`src/blockage_alarm_map.vh`:
```
// Constants for the impulse-line blockage alarm logic: selectors, reset values,
// field positions and timing counts. Assumes a 250 MHz mclk_in.
`ifndef BLOCKAGE_ALARM_MAP_VH
`define BLOCKAGE_ALARM_MAP_VH

// ==========================================================================
// Configuration write selectors
`define SEL_NOTIFY_MASK 3'h0
`define SEL_RUN_MODE 3'h1
`define SEL_UPPER_LIMIT 3'h2
`define SEL_LOWER_LIMIT 3'h3
`define SEL_OUT_OPTION 3'h4
`define SEL_FIXED_OUT 3'h5
`define SEL_DO_SELECT 3'h6
`define SEL_SUPP_COUNT 3'h7

// ==========================================================================
// Run modes, output options, status selector codes
`define MODE_STOP 2'h0
`define MODE_CALC 2'h1
`define MODE_REF 2'h2
`define OUT_OFF 2'h0
`define OUT_BURNOUT 2'h1
`define OUT_FALLBACK 2'h2
`define DO_DIAG 3'h4
`define DO_ALL 3'h5

// ==========================================================================
// Reset values and masks (ratios are signed Q2.14, currents in uA)
`define NOTIFY_MASK_RESET 16'h08FC
`define MASK_WRITABLE 16'h7FFC
`define LINK_MASK 16'h60FC
`define PREVENT_MASK 16'h1F00
`define UPPER_LIMIT_RESET 16'h3333
`define LOWER_LIMIT_RESET 16'hCCCD
`define FIXED_OUT_RESET 16'h0ED8
`define SUPP_COUNT_RESET 4'h3
`define DO_SELECT_RESET 3'h0

// ==========================================================================
// Limits and scales
`define RATIO_FRAC_BITS 14
`define FIXED_OUT_MIN_UA 16'h0ED8
`define FIXED_OUT_MAX_UA 16'h5460
`define FLUCT_DP_MIN 32'h0000_0046
`define FLUCT_SP_MIN 32'h0000_000A
`define BLOCKAGE_FACTOR_POS_LIMIT 16'h2000
`define BLOCKAGE_FACTOR_NEG_LIMIT 16'hE000
`define NOT_APPLICABLE_CODE 7'h58
`define ABNORMAL_FOUND_CODE 7'h59

// ==========================================================================
// Error word bit positions
`define ERR_BAD_F 8
`define ERR_BAD_SPH 9
`define ERR_BAD_SPL 10
`define ERR_BAD_DP 11
`define ERR_OUTSIDE 12
`define ERR_FT_LOW 13
`define ERR_FT_HIGH 14

// ==========================================================================
// Timing
`define SECOND_NS 1000000000
`define CLK_PERIOD_NS 4
`define SECOND_CYCLES (`SECOND_NS / `CLK_PERIOD_NS)
`define DIAG_PERIOD_SEC 180

`endif

```
`src/alarm_qualifier.v`:
```
// Consecutive-period counters for the six blockage detections.
// Assumes period_end_in pulses once per diagnostic period on mclk_in.
`timescale 1ns/10ps
module alarm_qualifier (
  input wire mclk_in,
  input wire rst_in,
  input wire ce_in,
  input wire run_in,
  input wire period_end_in,
  input wire [5:0] exceed_in,
  input wire [3:0] supp_count_in,
  output wire [5:0] alarm_out
);
  // A zero count would alarm with no evidence, so treat it as one
  wire [3:0] need = (supp_count_in == 4'h0) ? 4'h1 : supp_count_in;

  // ==========================================================================
  // One saturating counter per detection
  genvar i;
  generate
    for (i = 0; i < 6; i = i + 1) begin : det
      reg [3:0] cnt_q;
      always @(posedge mclk_in) begin
        if (rst_in) begin
          cnt_q <= 4'h0;
        end else if (ce_in) begin
          if (!run_in) begin
            cnt_q <= 4'h0;
          end else if (period_end_in) begin
            if (!exceed_in[i]) begin
              cnt_q <= 4'h0;
            end else if (cnt_q != 4'hF) begin
              cnt_q <= cnt_q + 4'h1;
            end
          end
        end
      end
      assign alarm_out[i] = run_in && (cnt_q >= need);
    end
  endgenerate
endmodule

```
`src/blockage_diag_alarm_logic.v`:
```
// Alarm qualification, masking and loop/status/display routing for the
// impulse-line blockage diagnostic. Configuration arrives from the HART
// command layer as a select/data write on mclk_in; the fluctuation values,
// raw threshold results and loop values are produced by logic on mclk_in.
// Only the burnout switch is a pin and is synchronised here.
`timescale 1ns/10ps
`include "blockage_alarm_map.vh"
module blockage_diag_alarm_logic #(
  parameter SECOND_CYCLES = `SECOND_CYCLES
) (
  input wire mclk_in,
  input wire rst_in,
  input wire ce_in,
  input wire cfg_wr_in,
  input wire [2:0] cfg_sel_in,
  input wire [15:0] cfg_data_in,
  input wire avg_dp_valid_in,
  input wire [15:0] avg_diff_press_in,
  input wire [15:0] max_span_in,
  input wire [31:0] diff_fluctuation_in,
  input wire [31:0] low_static_fluctuation_in,
  input wire [31:0] high_static_fluctuation_in,
  input wire [15:0] blockage_factor_in,
  input wire [5:0] raw_exceed_in,
  input wire blockage_factor_exceed_high_in,
  input wire blockage_factor_exceed_low_in,
  input wire flange_temp_low_in,
  input wire flange_temp_high_in,
  input wire [3:0] process_limit_in,
  input wire [15:0] pv_current_in,
  input wire [15:0] ao_upper_in,
  input wire [15:0] ao_lower_in,
  input wire burnout_high_in,
  output reg cfg_reject_out,
  output reg [1:0] run_mode_out,
  output reg [15:0] alarm_notify_mask_out,
  output reg [15:0] diag_error_out,
  output reg [15:0] mean_diff_press_ratio_out,
  output reg [15:0] reference_mean_dp_ratio_out,
  output reg [15:0] loop_current_out,
  output reg status_do_out,
  output reg [6:0] display_code_out
);
  localparam [31:0] SEC_FULL = SECOND_CYCLES - 1;
  localparam [27:0] SEC_LAST = SEC_FULL[27:0];
  localparam [31:0] PERIOD_FULL = `DIAG_PERIOD_SEC - 1;
  localparam [8:0] PERIOD_LAST = PERIOD_FULL[8:0];

  reg [1:0] mode_q;
  reg [15:0] mask_q;
  reg [15:0] upper_q;
  reg [15:0] lower_q;
  reg [1:0] out_opt_q;
  reg [15:0] fixed_q;
  reg [2:0] do_sel_q;
  reg [3:0] supp_q;
  reg [27:0] sec_cnt_q;
  reg [8:0] per_cnt_q;
  reg outside_q;
  reg bad_dp_q;
  reg bad_spl_q;
  reg bad_sph_q;
  reg bad_f_q;
  reg burn_meta_q;
  reg burn_sync_q;
  wire [15:0] ratio;
  wire ratio_done;
  wire [5:0] alarm;

  // ==========================================================================
  // Burnout switch is a pin, so two flops before use
  always @(posedge mclk_in) begin
    if (rst_in) begin
      burn_meta_q <= 1'b0;
      burn_sync_q <= 1'b0;
    end else if (ce_in) begin
      burn_meta_q <= burnout_high_in;
      burn_sync_q <= burn_meta_q;
    end
  end

  // ==========================================================================
  // Mean ratio of averaged DP to maximum span
  ratio_divider u_div (
    .mclk_in(mclk_in),
    .rst_in(rst_in),
    .ce_in(ce_in),
    .start_in(avg_dp_valid_in),
    .avg_dp_in(avg_diff_press_in),
    .span_in(max_span_in),
    .ratio_out(ratio),
    .done_out(ratio_done)
  );

  // ==========================================================================
  // Fluctuation adequacy and range checks
  wire fdp_ok = diff_fluctuation_in >= `FLUCT_DP_MIN;
  wire spl_ok = low_static_fluctuation_in >= `FLUCT_SP_MIN;
  wire sph_ok = high_static_fluctuation_in >= `FLUCT_SP_MIN;
  wire blockage_factor_ok = ($signed(blockage_factor_in) >= $signed(`BLOCKAGE_FACTOR_NEG_LIMIT)) &&
    ($signed(blockage_factor_in) <= $signed(`BLOCKAGE_FACTOR_POS_LIMIT));
  wire above = $signed(mean_diff_press_ratio_out) > $signed(upper_q);
  wire below = $signed(mean_diff_press_ratio_out) < $signed(lower_q);
  wire ref_out_of_range = above || below;
  wire limit_write = cfg_wr_in && (cfg_sel_in == `SEL_UPPER_LIMIT || cfg_sel_in == `SEL_LOWER_LIMIT);
  wire fixed_ok = (cfg_data_in >= `FIXED_OUT_MIN_UA) && (cfg_data_in <= `FIXED_OUT_MAX_UA);
  wire mode_ok = (cfg_data_in[15:2] == 14'h0000) && (cfg_data_in[1:0] != 2'h3);

  // ==========================================================================
  // Period timing: one-second prescaler then period counter
  wire sec_tick = (sec_cnt_q == SEC_LAST);
  wire period_end = sec_tick && (per_cnt_q == PERIOD_LAST);
  wire restart = cfg_wr_in && (cfg_sel_in == `SEL_RUN_MODE) && mode_ok;
  always @(posedge mclk_in) begin
    if (rst_in) begin
      sec_cnt_q <= 28'h000_0000;
      per_cnt_q <= 9'h000;
    end else if (ce_in) begin
      if (restart || mode_q == `MODE_STOP) begin
        sec_cnt_q <= 28'h000_0000;
        per_cnt_q <= 9'h000;
      end else if (sec_tick) begin
        sec_cnt_q <= 28'h000_0000;
        per_cnt_q <= period_end ? 9'h000 : (per_cnt_q + 9'h001);
      end else begin
        sec_cnt_q <= sec_cnt_q + 28'h000_0001;
      end
    end
  end

  // ==========================================================================
  // Configuration writes; limits only in Stop, fixed value only in range
  always @(posedge mclk_in) begin
    if (rst_in) begin
      mask_q <= `NOTIFY_MASK_RESET;
      upper_q <= `UPPER_LIMIT_RESET;
      lower_q <= `LOWER_LIMIT_RESET;
      out_opt_q <= `OUT_OFF;
      fixed_q <= `FIXED_OUT_RESET;
      do_sel_q <= `DO_SELECT_RESET;
      supp_q <= `SUPP_COUNT_RESET;
      cfg_reject_out <= 1'b0;
    end else if (ce_in) begin
      cfg_reject_out <= 1'b0;
      if (cfg_wr_in) begin
        if (cfg_sel_in == `SEL_NOTIFY_MASK) begin
          mask_q <= cfg_data_in & `MASK_WRITABLE;
        end else if (limit_write && mode_q != `MODE_STOP) begin
          cfg_reject_out <= 1'b1;
        end else if (cfg_sel_in == `SEL_UPPER_LIMIT) begin
          upper_q <= cfg_data_in;
        end else if (cfg_sel_in == `SEL_LOWER_LIMIT) begin
          lower_q <= cfg_data_in;
        end else if (cfg_sel_in == `SEL_RUN_MODE) begin
          cfg_reject_out <= !mode_ok;
        end else if (cfg_sel_in == `SEL_OUT_OPTION) begin
          if (cfg_data_in[15:2] == 14'h0000 && cfg_data_in[1:0] != 2'h3) begin
            out_opt_q <= cfg_data_in[1:0];
          end else begin
            cfg_reject_out <= 1'b1;
          end
        end else if (cfg_sel_in == `SEL_FIXED_OUT) begin
          if (fixed_ok) begin
            fixed_q <= cfg_data_in;
          end else begin
            cfg_reject_out <= 1'b1;
          end
        end else if (cfg_sel_in == `SEL_DO_SELECT) begin
          do_sel_q <= cfg_data_in[2:0];
        end else begin
          supp_q <= cfg_data_in[3:0];
        end
      end
    end
  end

  // ==========================================================================
  // Run mode, reference capture and validity flags
  always @(posedge mclk_in) begin
    if (rst_in) begin
      mode_q <= `MODE_STOP;
      bad_dp_q <= 1'b0;
      bad_spl_q <= 1'b0;
      bad_sph_q <= 1'b0;
      bad_f_q <= 1'b0;
      reference_mean_dp_ratio_out <= 16'h0000;
    end else if (ce_in) begin
      if (restart) begin
        mode_q <= cfg_data_in[1:0];
      end else if (mode_q == `MODE_REF && period_end) begin
        mode_q <= `MODE_CALC;
        reference_mean_dp_ratio_out <= mean_diff_press_ratio_out;
        if (ref_out_of_range) begin
          bad_dp_q <= 1'b1;
          bad_spl_q <= 1'b1;
          bad_sph_q <= 1'b1;
          bad_f_q <= 1'b1;
        end else begin
          bad_dp_q <= !fdp_ok;
          bad_spl_q <= !spl_ok;
          bad_sph_q <= !sph_ok;
          bad_f_q <= !blockage_factor_ok;
        end
      end
    end
  end

  // ==========================================================================
  // Ratio capture and outside-range flag
  always @(posedge mclk_in) begin
    if (rst_in) begin
      mean_diff_press_ratio_out <= 16'h0000;
      outside_q <= 1'b0;
    end else if (ce_in) begin
      if (ratio_done) begin
        mean_diff_press_ratio_out <= ratio;
      end
      outside_q <= above || below;
    end
  end

  // ==========================================================================
  // Detection gating; the outside-range flag suspends everything
  wire run = (mode_q == `MODE_CALC) && !outside_q && fdp_ok && !bad_dp_q;
  wire use_blockage_factor = !bad_f_q && blockage_factor_ok;
  wire low_ok = spl_ok && !bad_spl_q;
  wire high_ok = sph_ok && !bad_sph_q;
  wire [5:0] exceed;
  assign exceed[0] = raw_exceed_in[0];
  assign exceed[1] = raw_exceed_in[1] && low_ok;
  assign exceed[2] = raw_exceed_in[2] && high_ok;
  assign exceed[3] = (raw_exceed_in[3] || (blockage_factor_exceed_low_in && use_blockage_factor)) && low_ok;
  assign exceed[4] = (raw_exceed_in[4] || (blockage_factor_exceed_high_in && use_blockage_factor)) && high_ok;
  assign exceed[5] = raw_exceed_in[5];

  alarm_qualifier u_qual (
    .mclk_in(mclk_in),
    .rst_in(rst_in),
    .ce_in(ce_in),
    .run_in(run),
    .period_end_in(period_end),
    .exceed_in(exceed),
    .supp_count_in(supp_q),
    .alarm_out(alarm)
  );

  // ==========================================================================
  // Error word assembly and masking
  wire [15:0] err_word = {1'b0, flange_temp_high_in, flange_temp_low_in, outside_q, bad_dp_q,
    bad_spl_q, bad_sph_q, bad_f_q, alarm, 2'b00};
  wire [15:0] masked = diag_error_out & mask_q;
  wire alert = |(masked & `LINK_MASK);
  wire prevent = |(masked & `PREVENT_MASK);
  wire found = |masked[7:2];

  // ==========================================================================
  // Registered outputs: error word, loop current, status, display
  always @(posedge mclk_in) begin
    if (rst_in) begin
      diag_error_out <= 16'h0000;
      alarm_notify_mask_out <= `NOTIFY_MASK_RESET;
      run_mode_out <= `MODE_STOP;
      loop_current_out <= 16'h0000;
      status_do_out <= 1'b0;
      display_code_out <= 7'h00;
    end else if (ce_in) begin
      diag_error_out <= err_word;
      alarm_notify_mask_out <= mask_q;
      run_mode_out <= mode_q;
      if (!alert || out_opt_q == `OUT_OFF) begin
        loop_current_out <= pv_current_in;
      end else if (out_opt_q == `OUT_BURNOUT) begin
        loop_current_out <= burn_sync_q ? ao_upper_in : ao_lower_in;
      end else begin
        loop_current_out <= fixed_q;
      end
      case (do_sel_q)
        `DO_DIAG: status_do_out <= alert;
        `DO_ALL: status_do_out <= (|process_limit_in) || alert;
        3'h0: status_do_out <= process_limit_in[0];
        3'h1: status_do_out <= process_limit_in[1];
        3'h2: status_do_out <= process_limit_in[2];
        3'h3: status_do_out <= process_limit_in[3];
        default: status_do_out <= 1'b0;
      endcase
      if (found) begin
        display_code_out <= `ABNORMAL_FOUND_CODE;
      end else if (prevent) begin
        display_code_out <= `NOT_APPLICABLE_CODE;
      end else begin
        display_code_out <= 7'h00;
      end
    end
  end
endmodule

```
`src/ratio_divider.v`:
```
// Sequential signed divider producing the mean DP ratio in Q2.14.
// Assumes start is a single-cycle pulse from logic on mclk_in.
`timescale 1ns/10ps
`include "blockage_alarm_map.vh"
module ratio_divider (
  input wire mclk_in,
  input wire rst_in,
  input wire ce_in,
  input wire start_in,
  input wire [15:0] avg_dp_in,
  input wire [15:0] span_in,
  output reg [15:0] ratio_out,
  output reg done_out
);
  reg [29:0] dvd_q;
  reg [29:0] quo_q;
  reg [16:0] rem_q;
  reg [15:0] div_q;
  reg neg_q;
  reg [4:0] step_q;
  reg busy_q;
  reg fin_q;
  wire [16:0] rem_shift = {rem_q[15:0], dvd_q[29]};
  wire fits = rem_shift >= {1'b0, div_q};
  wire [15:0] mag = avg_dp_in[15] ? (~avg_dp_in + 16'h0001) : avg_dp_in;
  // Saturate so a zero or tiny span cannot wrap the sign
  wire [14:0] q_sat = (quo_q[29:15] != 15'h0000) ? 15'h7FFF : quo_q[14:0];

  // ==========================================================================
  // Restoring division, one quotient bit per clock
  always @(posedge mclk_in) begin
    if (rst_in) begin
      dvd_q <= 30'h0000_0000;
      quo_q <= 30'h0000_0000;
      rem_q <= 17'h0_0000;
      div_q <= 16'h0000;
      neg_q <= 1'b0;
      step_q <= 5'h00;
      busy_q <= 1'b0;
      fin_q <= 1'b0;
      ratio_out <= 16'h0000;
      done_out <= 1'b0;
    end else if (ce_in) begin
      fin_q <= 1'b0;
      done_out <= fin_q;
      if (start_in && !busy_q) begin
        dvd_q <= {mag, 14'h0000};
        quo_q <= 30'h0000_0000;
        rem_q <= 17'h0_0000;
        div_q <= span_in;
        neg_q <= avg_dp_in[15];
        step_q <= 5'h00;
        busy_q <= 1'b1;
      end else if (busy_q) begin
        rem_q <= fits ? (rem_shift - {1'b0, div_q}) : rem_shift;
        quo_q <= {quo_q[28:0], fits};
        dvd_q <= {dvd_q[28:0], 1'b0};
        step_q <= step_q + 5'h01;
        if (step_q == 5'h1D) begin
          busy_q <= 1'b0;
          fin_q <= 1'b1;
        end
      end
      if (fin_q) begin // Ratio and done leave together, so no stale capture
        ratio_out <= neg_q ? (~{1'b0, q_sat} + 16'h0001) : {1'b0, q_sat};
      end
    end
  end
endmodule
```
`config.mk`:
```
export PLATFORM = sky130hd
export DESIGN_NAME = blockage_diag_alarm_logic
export DESIGN_NICKNAME = d
export VERILOG_FILES = /design/src/alarm_qualifier.v /design/src/blockage_diag_alarm_logic.v /design/src/ratio_divider.v
export VERILOG_INCLUDE_DIRS = /design/src
export SDC_FILE = /design/constraint.sdc
export NUM_CORES = 1
export LEC_CHECK = 0
export ABC_AREA = 1
export BUFFER_PORTS_ARGS = -buffer_cell sky130_fd_sc_hd__buf_2
export CAP_MARGIN = 15
export CORE_MARGIN = 2
export CORE_UTILIZATION = 55
export CTS_BUF_LIST = sky130_fd_sc_hd__clkbuf_4
export CTS_CLUSTER_SIZE = 8
export DETAILED_ROUTE_END_ITERATION = 7
export PLACE_DENSITY = 0.87
export SYNTH_ARGS = -nofsm -noshare
export SYNTH_HDL_FRONTEND = slang
export SYNTH_SLANG_ARGS = --single-unit
export TNS_END_PERCENT = 100
```
`constraint.sdc`:
```
create_clock -name mclk_in -period 2.6 [get_ports mclk_in]
set_clock_uncertainty 0.05 [all_clocks]
set_input_delay 0.13 -clock mclk_in [delete_from_list [all_inputs] [get_ports mclk_in]]
set_output_delay 0.13 -clock mclk_in [all_outputs]
set_load 0.01 [all_outputs]
```
## After elaboration in Yosys (flattened, before gate mapping)

Cells that the tools add are included.

- Flip-flop bits (word level): 342
- Input port bits: 231
- Output and inout port bits: 91
- Word-level logic and storage cells: 265

- Add/subtract/negate cells: 12
- $lt $le $gt $ge: 16
- Eq/ne operators: 31
- Mux-type cells: 70
- Bitwise operators: 12
- Reduce and logical (&&, ||, !) cells: 82

Operator list:

| operator | count |
|---|---|
| $mux W16 | 8 |
| $mux W30 | 4 |
| $mux W4 | 25 |
| $ge A32 B4 Y1 const B | 2 |
| $mux W28 | 2 |
| $add A16 B1 Y16 const B | 2 |
| $ge A32 B7 Y1 const B | 1 |
| $le A16 B15 Y1 const B | 2 |
| $reduce_and A10 Y1 | 3 |
| $add A28 B1 Y28 const B | 1 |
| $eq A28 B28 Y1 const B | 1 |
| $logic_and A1 B1 Y1 | 28 |
| $mux W9 | 3 |
| $add A4 B1 Y4 const B | 6 |
| $ge A4 B4 Y1 | 6 |
| $ne A4 B4 Y1 const B | 6 |
| $reduce_and A3 Y1 | 8 |
| $mux W1 | 20 |
| $ne A3 B3 Y1 const B | 6 |
| $ge A17 B16 Y1 | 1 |
| $ge A16 B12 Y1 const B | 1 |
| $ge A16 B14 Y1 const B | 1 |
| $gt A16 B16 Y1 | 1 |
| $lt A16 B16 Y1 | 1 |
| other kinds (36) | 84 |

## Longest topological paths before layout

- Depth in word-level cells: 11
- Mapped depth: 15

## Modules after synthesis

From an unflattened synthesis, not the netlist that was laid out.

- Cells, all modules: 2512
- Area, all modules: 17419.2 um^2

Modules (own cells, without submodules):

| module | times used | cells an instance | area an instance (um^2) | seq. area each (um^2) |
|---|---|---|---|---|
| blockage_diag_alarm_logic | 1 | 1386 | 9776.9 | 3923.8 |
| ratio_divider | 1 | 833 | 5590.4 | 2062.0 |
| alarm_qualifier | 1 | 293 | 2052.0 | 480.5 |

## Least setup slack after synthesis

No wires, ideal clock.

- Path type: register to register
- Start: reg u_div.dvd_q[29]
- End: reg u_div.rem_q[10]
- Library setup time: 0.070 ns
- Data arrival time: 1.963 ns
- Required time: 2.480 ns
- Slack: 0.517 ns
- Cell stages (with the launch flop): 15
- Path through: dfxtp_1 > inv_1 > ha_1 > fa_1 > o21ai_0 > nand3_1 > nand2_1 > nand2_1 > nand2_1 > nand2_1 > nand2_1 > nand2_1 > nand2_1 > nand2_1 > a21oi_1

- Longest elaborated chain between the ends: 4
- Elaborated cells between the ends (all ways): 5
- Classes of those cells: 1 x add/sub; 1 x order compare; 3 x mux

RTL lines:

| element | line | text |
|---|---|---|
| start: declaration | ratio_divider.v:15 | `reg [29:0] dvd_q;` |
| start signal: assignment | ratio_divider.v:47 | `dvd_q <= {mag, 14'h0000};` |
| start signal: assignment | ratio_divider.v:57 | `dvd_q <= {dvd_q[28:0], 1'b0};` |
| $sub A16 B16 Y16 or $ge A17 B16 Y1 (tied branches) | ratio_divider.v:55, ratio_divider.v:24 |  |
| $mux W16 (*) | ratio_divider.v:55 | `rem_q <= fits ? (rem_shift - {1'b0, div_q}) : rem_shift;` |
| $mux W16 (*) | ratio_divider.v:54 | `end else if (busy_q) begin` |
| $mux W16 (*) | ratio_divider.v:46 | `if (start_in && !busy_q) begin` |
| end signal: assignment | ratio_divider.v:55 |  |
| end: declaration | ratio_divider.v:17 | `reg [16:0] rem_q;` |

Mark *: on every way between the ends. The rest lies on a longest branch, timed or not. The select of a mux whose other input is x is not followed.
A chain may end at the register's enable or synchronous reset.

## Worst setup path in the final report

- Start: in avg_diff_press_in[1]
- End: reg u_div.dvd_q[28]

- Longest elaborated chain between the ends: 4

RTL lines:

| element | line | text |
|---|---|---|
| start: declaration | blockage_diag_alarm_logic.v:18 | `input wire [15:0] avg_diff_press_in,` |
| $not A16 Y16 | ratio_divider.v:25 | `wire [15:0] mag = avg_dp_in[15] ? (~avg_dp_in + 16'h0001) : avg_dp_in;` |
| $add A16 B1 Y16 | ratio_divider.v:25 |  |
| $mux W16 | ratio_divider.v:25 |  |
| $mux W30 | ratio_divider.v:46 |  |

No other way between the ends.

==> results.yml <==
worst_hold_path:
  worst_hold_startpoint: "burnout_high_in"
  min_path_cells: 4
  min_path_type: "in2reg"
  timing.hold.worst_endpoint: "burn_meta_q$_SDFFE_PP0P_"
placement:
  place_ws_ps: 300.8
  cell_count_after_placement: 3172
  dp_hpwl_microns: 36390
  gpl.final_weighted_congestion: 0.9405
  placedInstanceArea_sq_mm: 0.01931
  buffer_ports.inserted: 309
final_layout:
  layout-drive-gt1-share_pct: 17.72
  finalNonFillerCells: 3457
  syn2layout_area_growth_pct: 25.52
  nFillCells: 2492
  final_design_area_no_fill_sq_mm: 0.02187
  design.final.nets: 3325
  fin_util_pct: 69.66
power_and_ir_drop:
  power.density_mw_per_mm2: 508.4
  ir_drop_mv: 0.4472
  cellLeakagePower_nw: 10.09
  report.power.total_mw: 11.12
grt:
  globalRoute.totalOverflow: 0
  grt_max_degree: 162
  grt_pass1_vias: 18462
  grtUsageTotal_pct: 31.28
  grt_first_pass_wirelength_microns: 85520
  grt_antenna_before_repair: 4
synthesis:
  distinct_cell_type_count_of_the_synthesized_netlist: 60
  xor_and_xnor_area_share_after_synthesis_pct: 1.860
  netlist_area_sq_mm: 0.01742
  yosysWarningCount: 0
  ys_seq_area_share_pct: 37.12
  fraction_of_the_mapped_netlist_area_in_compound_gates_pct: 17.96
  yosys.area_share.simple_pct: 28.37
  synth-adder-area-share_pct: 6.076
  dominant_combinational_cell_family_by_area_after_synthesis: "simple AND/OR/NAND/NOR gates"
  synthMuxAreaShare_pct: 0
  post_synth.cell_area_avg_sq_um: 6.881
  synthesis.instances: 2532
  ys_seq_elements: 323
cts:
  clock-sinks: 323
  insertion_delay_ps: 760
  ctsLongestPathBuffers: 3
  tritoncts.num_buffers: 85
  tritoncts: "built"
  cts_htree_levels: 3
  cts_root_buf: "sky130_fd_sc_hd__clkbuf_4"
  clk_transition_reported_paths_ps: 70
die:
  num_rows: 65
  design.portCount: 322
  die_area_sq_mm: 0.03311
  placeableCoreArea_sq_mm: 0.03139
  floorplan.initialDensity_pct: 55.50
  die_w_microns: 182.0
  die_height_microns: 182.0
sta:
  max_freq_ghz: 0.3846
  setup-tns-final_ps: -0.4150
  report.final.hold_viol_count: 0
  report.final.setup_viol: 1
  whs_ps: 134.5
  layout_setup_ws_ps: -0.4150
  final_min_period_over_clock_period_pct: 100.0
  slew-limit-headroom_pct: 45.03
  final_max_slew_viol_count: 0
  grt_setup_unrepaired: "yes"
  period_needed_ps: 2600
  tightestPinTransition_ps: 823.6
detailed_routing:
  route.detailed.wl_per_inst_microns: 15.53
  post_drt_via_cell_ratio: 5.504
  postRouteAntennaNets: 0
  drtPass1Iterations: 6
  route.detailed.drc: 0
  total_number_of_vias: 19028
  detail_route.iter0.violations: 1480
  route.final.wire_length_microns: 53700
worst_setup_path:
  crit-reg2reg-capture: "u_div.dvd_q[19]$_SDFFE_PP0P_"
  crit_fanout: 3
  reg2regPathDepth: 9
  cp-start-kind: "primary input"
  worst-endpoint-required_ps: 3220
  worst-endpoint-arrival_ps: 3220
  worstSetupEndpointType: "flop"
  critPathKind: "in2reg"
  crit-reg2reg-launch: "u_div.busy_q$_SDFFE_PP0P_"
  r2r_setup_slack_ps: 110
status:
  failed_checks: "setup timing"
  outcome: "finished, violations left"
job:
  maxCapViolations: 0
final cells by class:
| cell class | instances | area (sq um) | area share (%) |
|---|---|---|---|
| Multi-Input combinational cell | 1844 | 9543 | 43.64 |
| Sequential cell | 323 | 6466 | 29.57 |
| Timing Repair Buffer | 496 | 3387 | 15.49 |
| Inverter | 260 | 987.2 | 4.515 |
| Clock buffer | 115 | 863.3 | 3.948 |
| Tap cell | 402 | 503.0 | 2.300 |
| Clock inverter | 15 | 112.6 | 0.5150 |
| Antenna cell | 2 | 5.005 | 0.02289 |
how the worst max path moves through the flow:
| stage | startpoint | endpoint |
|---|---|---|
| 2_1_floorplan | u_div.dvd_q[29]$_SDFFE_PP0P_ | u_div.rem_q[10]$_SDFFE_PP0P_ |
| 6_report | avg_diff_press_in[1] | u_div.dvd_q[28]$_SDFFE_PP0P_ |
| 5_1_grt | avg_diff_press_in[1] | u_div.dvd_q[28]$_SDFFE_PP0P_ |
| 4_1_cts | avg_diff_press_in[1] | u_div.dvd_q[28]$_SDFFE_PP0P_ |
| 3_3_place_gp | u_div.dvd_q[29]$_SDFFE_PP0P_ | u_div.rem_q[10]$_SDFFE_PP0P_ |
| 3_5_place_dp | cfg_data_in[8] | per_cnt_q[0]$_SDFFE_PP0P_ |
where the power goes:
part           internal [mW]  switching, mW  total (mW)
logic                  0.708           1.00        1.71
registers               5.08         0.0915        5.17
clock network           2.13           2.11        4.24
placed cells by master (no fill, tap or decap), drive strengths merged, types with 2 or more instances in the layout:
master,instances
nand2,568
buf,349
nor2,343
dfxtp,323
inv,258
a21oi,252
o21ai,188
dlygate4sd3,147
nand3,127
clkbuf,115
ha,83
o211ai,51
nor3,51
nand4,26
xor2,25
a211oi,21
o21a,16
clkinv,14
nand3b,13
xnor2,12
nor3b,10
conb,9
or2,8
a21boi,7
nor4,7
a31oi,6
a21o,4
a22o,4
o22ai,3
diode,2
o31ai,2
clkinvlp,2
and3,2
synth_stat cells (all sizes together):
master	count	area [sq um]
fa	1	20.02
nor3	51	282.8
nor3b	10	80.07
ha	83	1039
o21ai	188	952.2
o22ai	3	18.77
nand3	127	663.1
and3	2	12.51
o31ai	2	15.01
o2111ai	1	8.760
nand3b	13	97.59
nand4	26	177.7
dfxtp	323	6466
nor4	7	50.05
nor2	343	1343
buf	39	241.5
or2	8	52.56
conb	1	3.750
inv	258	970.9
clkbuf	74	277.8
a211oi	21	157.7
o221ai	1	8.760
nand2	568	2177
a21oi	252	1272
a221o	1	10.01
xnor2	12	105.1
o211ai	51	387.9
o21bai	1	7.510
a22o	4	35.03
clkinv	2	7.510
a21o	4	30.03
a21boi	7	52.55
xor2	25	219.0
and2	1	6.260
a31oi	6	52.55
o21a	16	120.1
state kept, by name (all words and copies together) (netlist names), 3 cells and up:
| name | cells |
|---|---|
| alarm_notify_mask_out | 13 |
| diag_error_out | 13 |
| do_sel_q | 3 |
| fixed_q | 16 |
| loop_current_out | 16 |
| lower_q | 16 |
| mask_q | 13 |
| mean_diff_press_ratio_out | 16 |
| per_cnt_q | 9 |
| reference_mean_dp_ratio_out | 16 |
| sec_cnt_q | 28 |
| supp_q | 4 |
| u_div.div_q | 16 |
| u_div.dvd_q | 16 |
| u_div.quo_q | 30 |
| u_div.ratio_out | 16 |
| u_div.rem_q | 16 |
| u_div.step_q | 5 |
| u_qual.det.cnt_q | 24 |
| upper_q | 16 |
worst max-delay path, cell delays in order:
cell and delay [ps]:
sky130_fd_sc_hd__dlygate4sd3_1 550, sky130_fd_sc_hd__buf_2 160, sky130_fd_sc_hd__inv_1 90, sky130_fd_sc_hd__ha_1 160, sky130_fd_sc_hd__nand3_1 100, sky130_fd_sc_hd__nor2_1 100, sky130_fd_sc_hd__nand2_1 120, sky130_fd_sc_hd__nor3_4 190
sky130_fd_sc_hd__nand3_1 140, sky130_fd_sc_hd__a21oi_1 140, sky130_fd_sc_hd__dlygate4sd3_1 550, sky130_fd_sc_hd__o21ai_0 90, sky130_fd_sc_hd__dlygate4sd3_1 570, sky130_fd_sc_hd__a21oi_1 110
logic make-up after synthesis:
| family | Yosys count |
|---|---|
| fa+ha+maj | 84 |
| simple gates | 1156 |
| xor+xnor | 37 |
| other cells | 1 |
| compound gates | 558 |
| buf+inv | 373 |
| flops | 323 |
what timing repair did:
action                                 CTS  global route
setup buffers                            0             6
resized for setup                        0            19
endpoints found under the hold margin  179             0
setup endpoints to repair                0            21
hold buffers                           151             0
per-layer routing:
| layer | global-route usage, % | wire length (microns) |
|---|---|---|
| met1 | 34.99 | 20790 |
| met3 | 5.856 | 4233 |
| met5 | 0 | 25 |
| met4 | 18.71 | 2753 |
| met2 | 55.42 | 25890 |
Note: power is estimated with default switching activity, not from simulation.
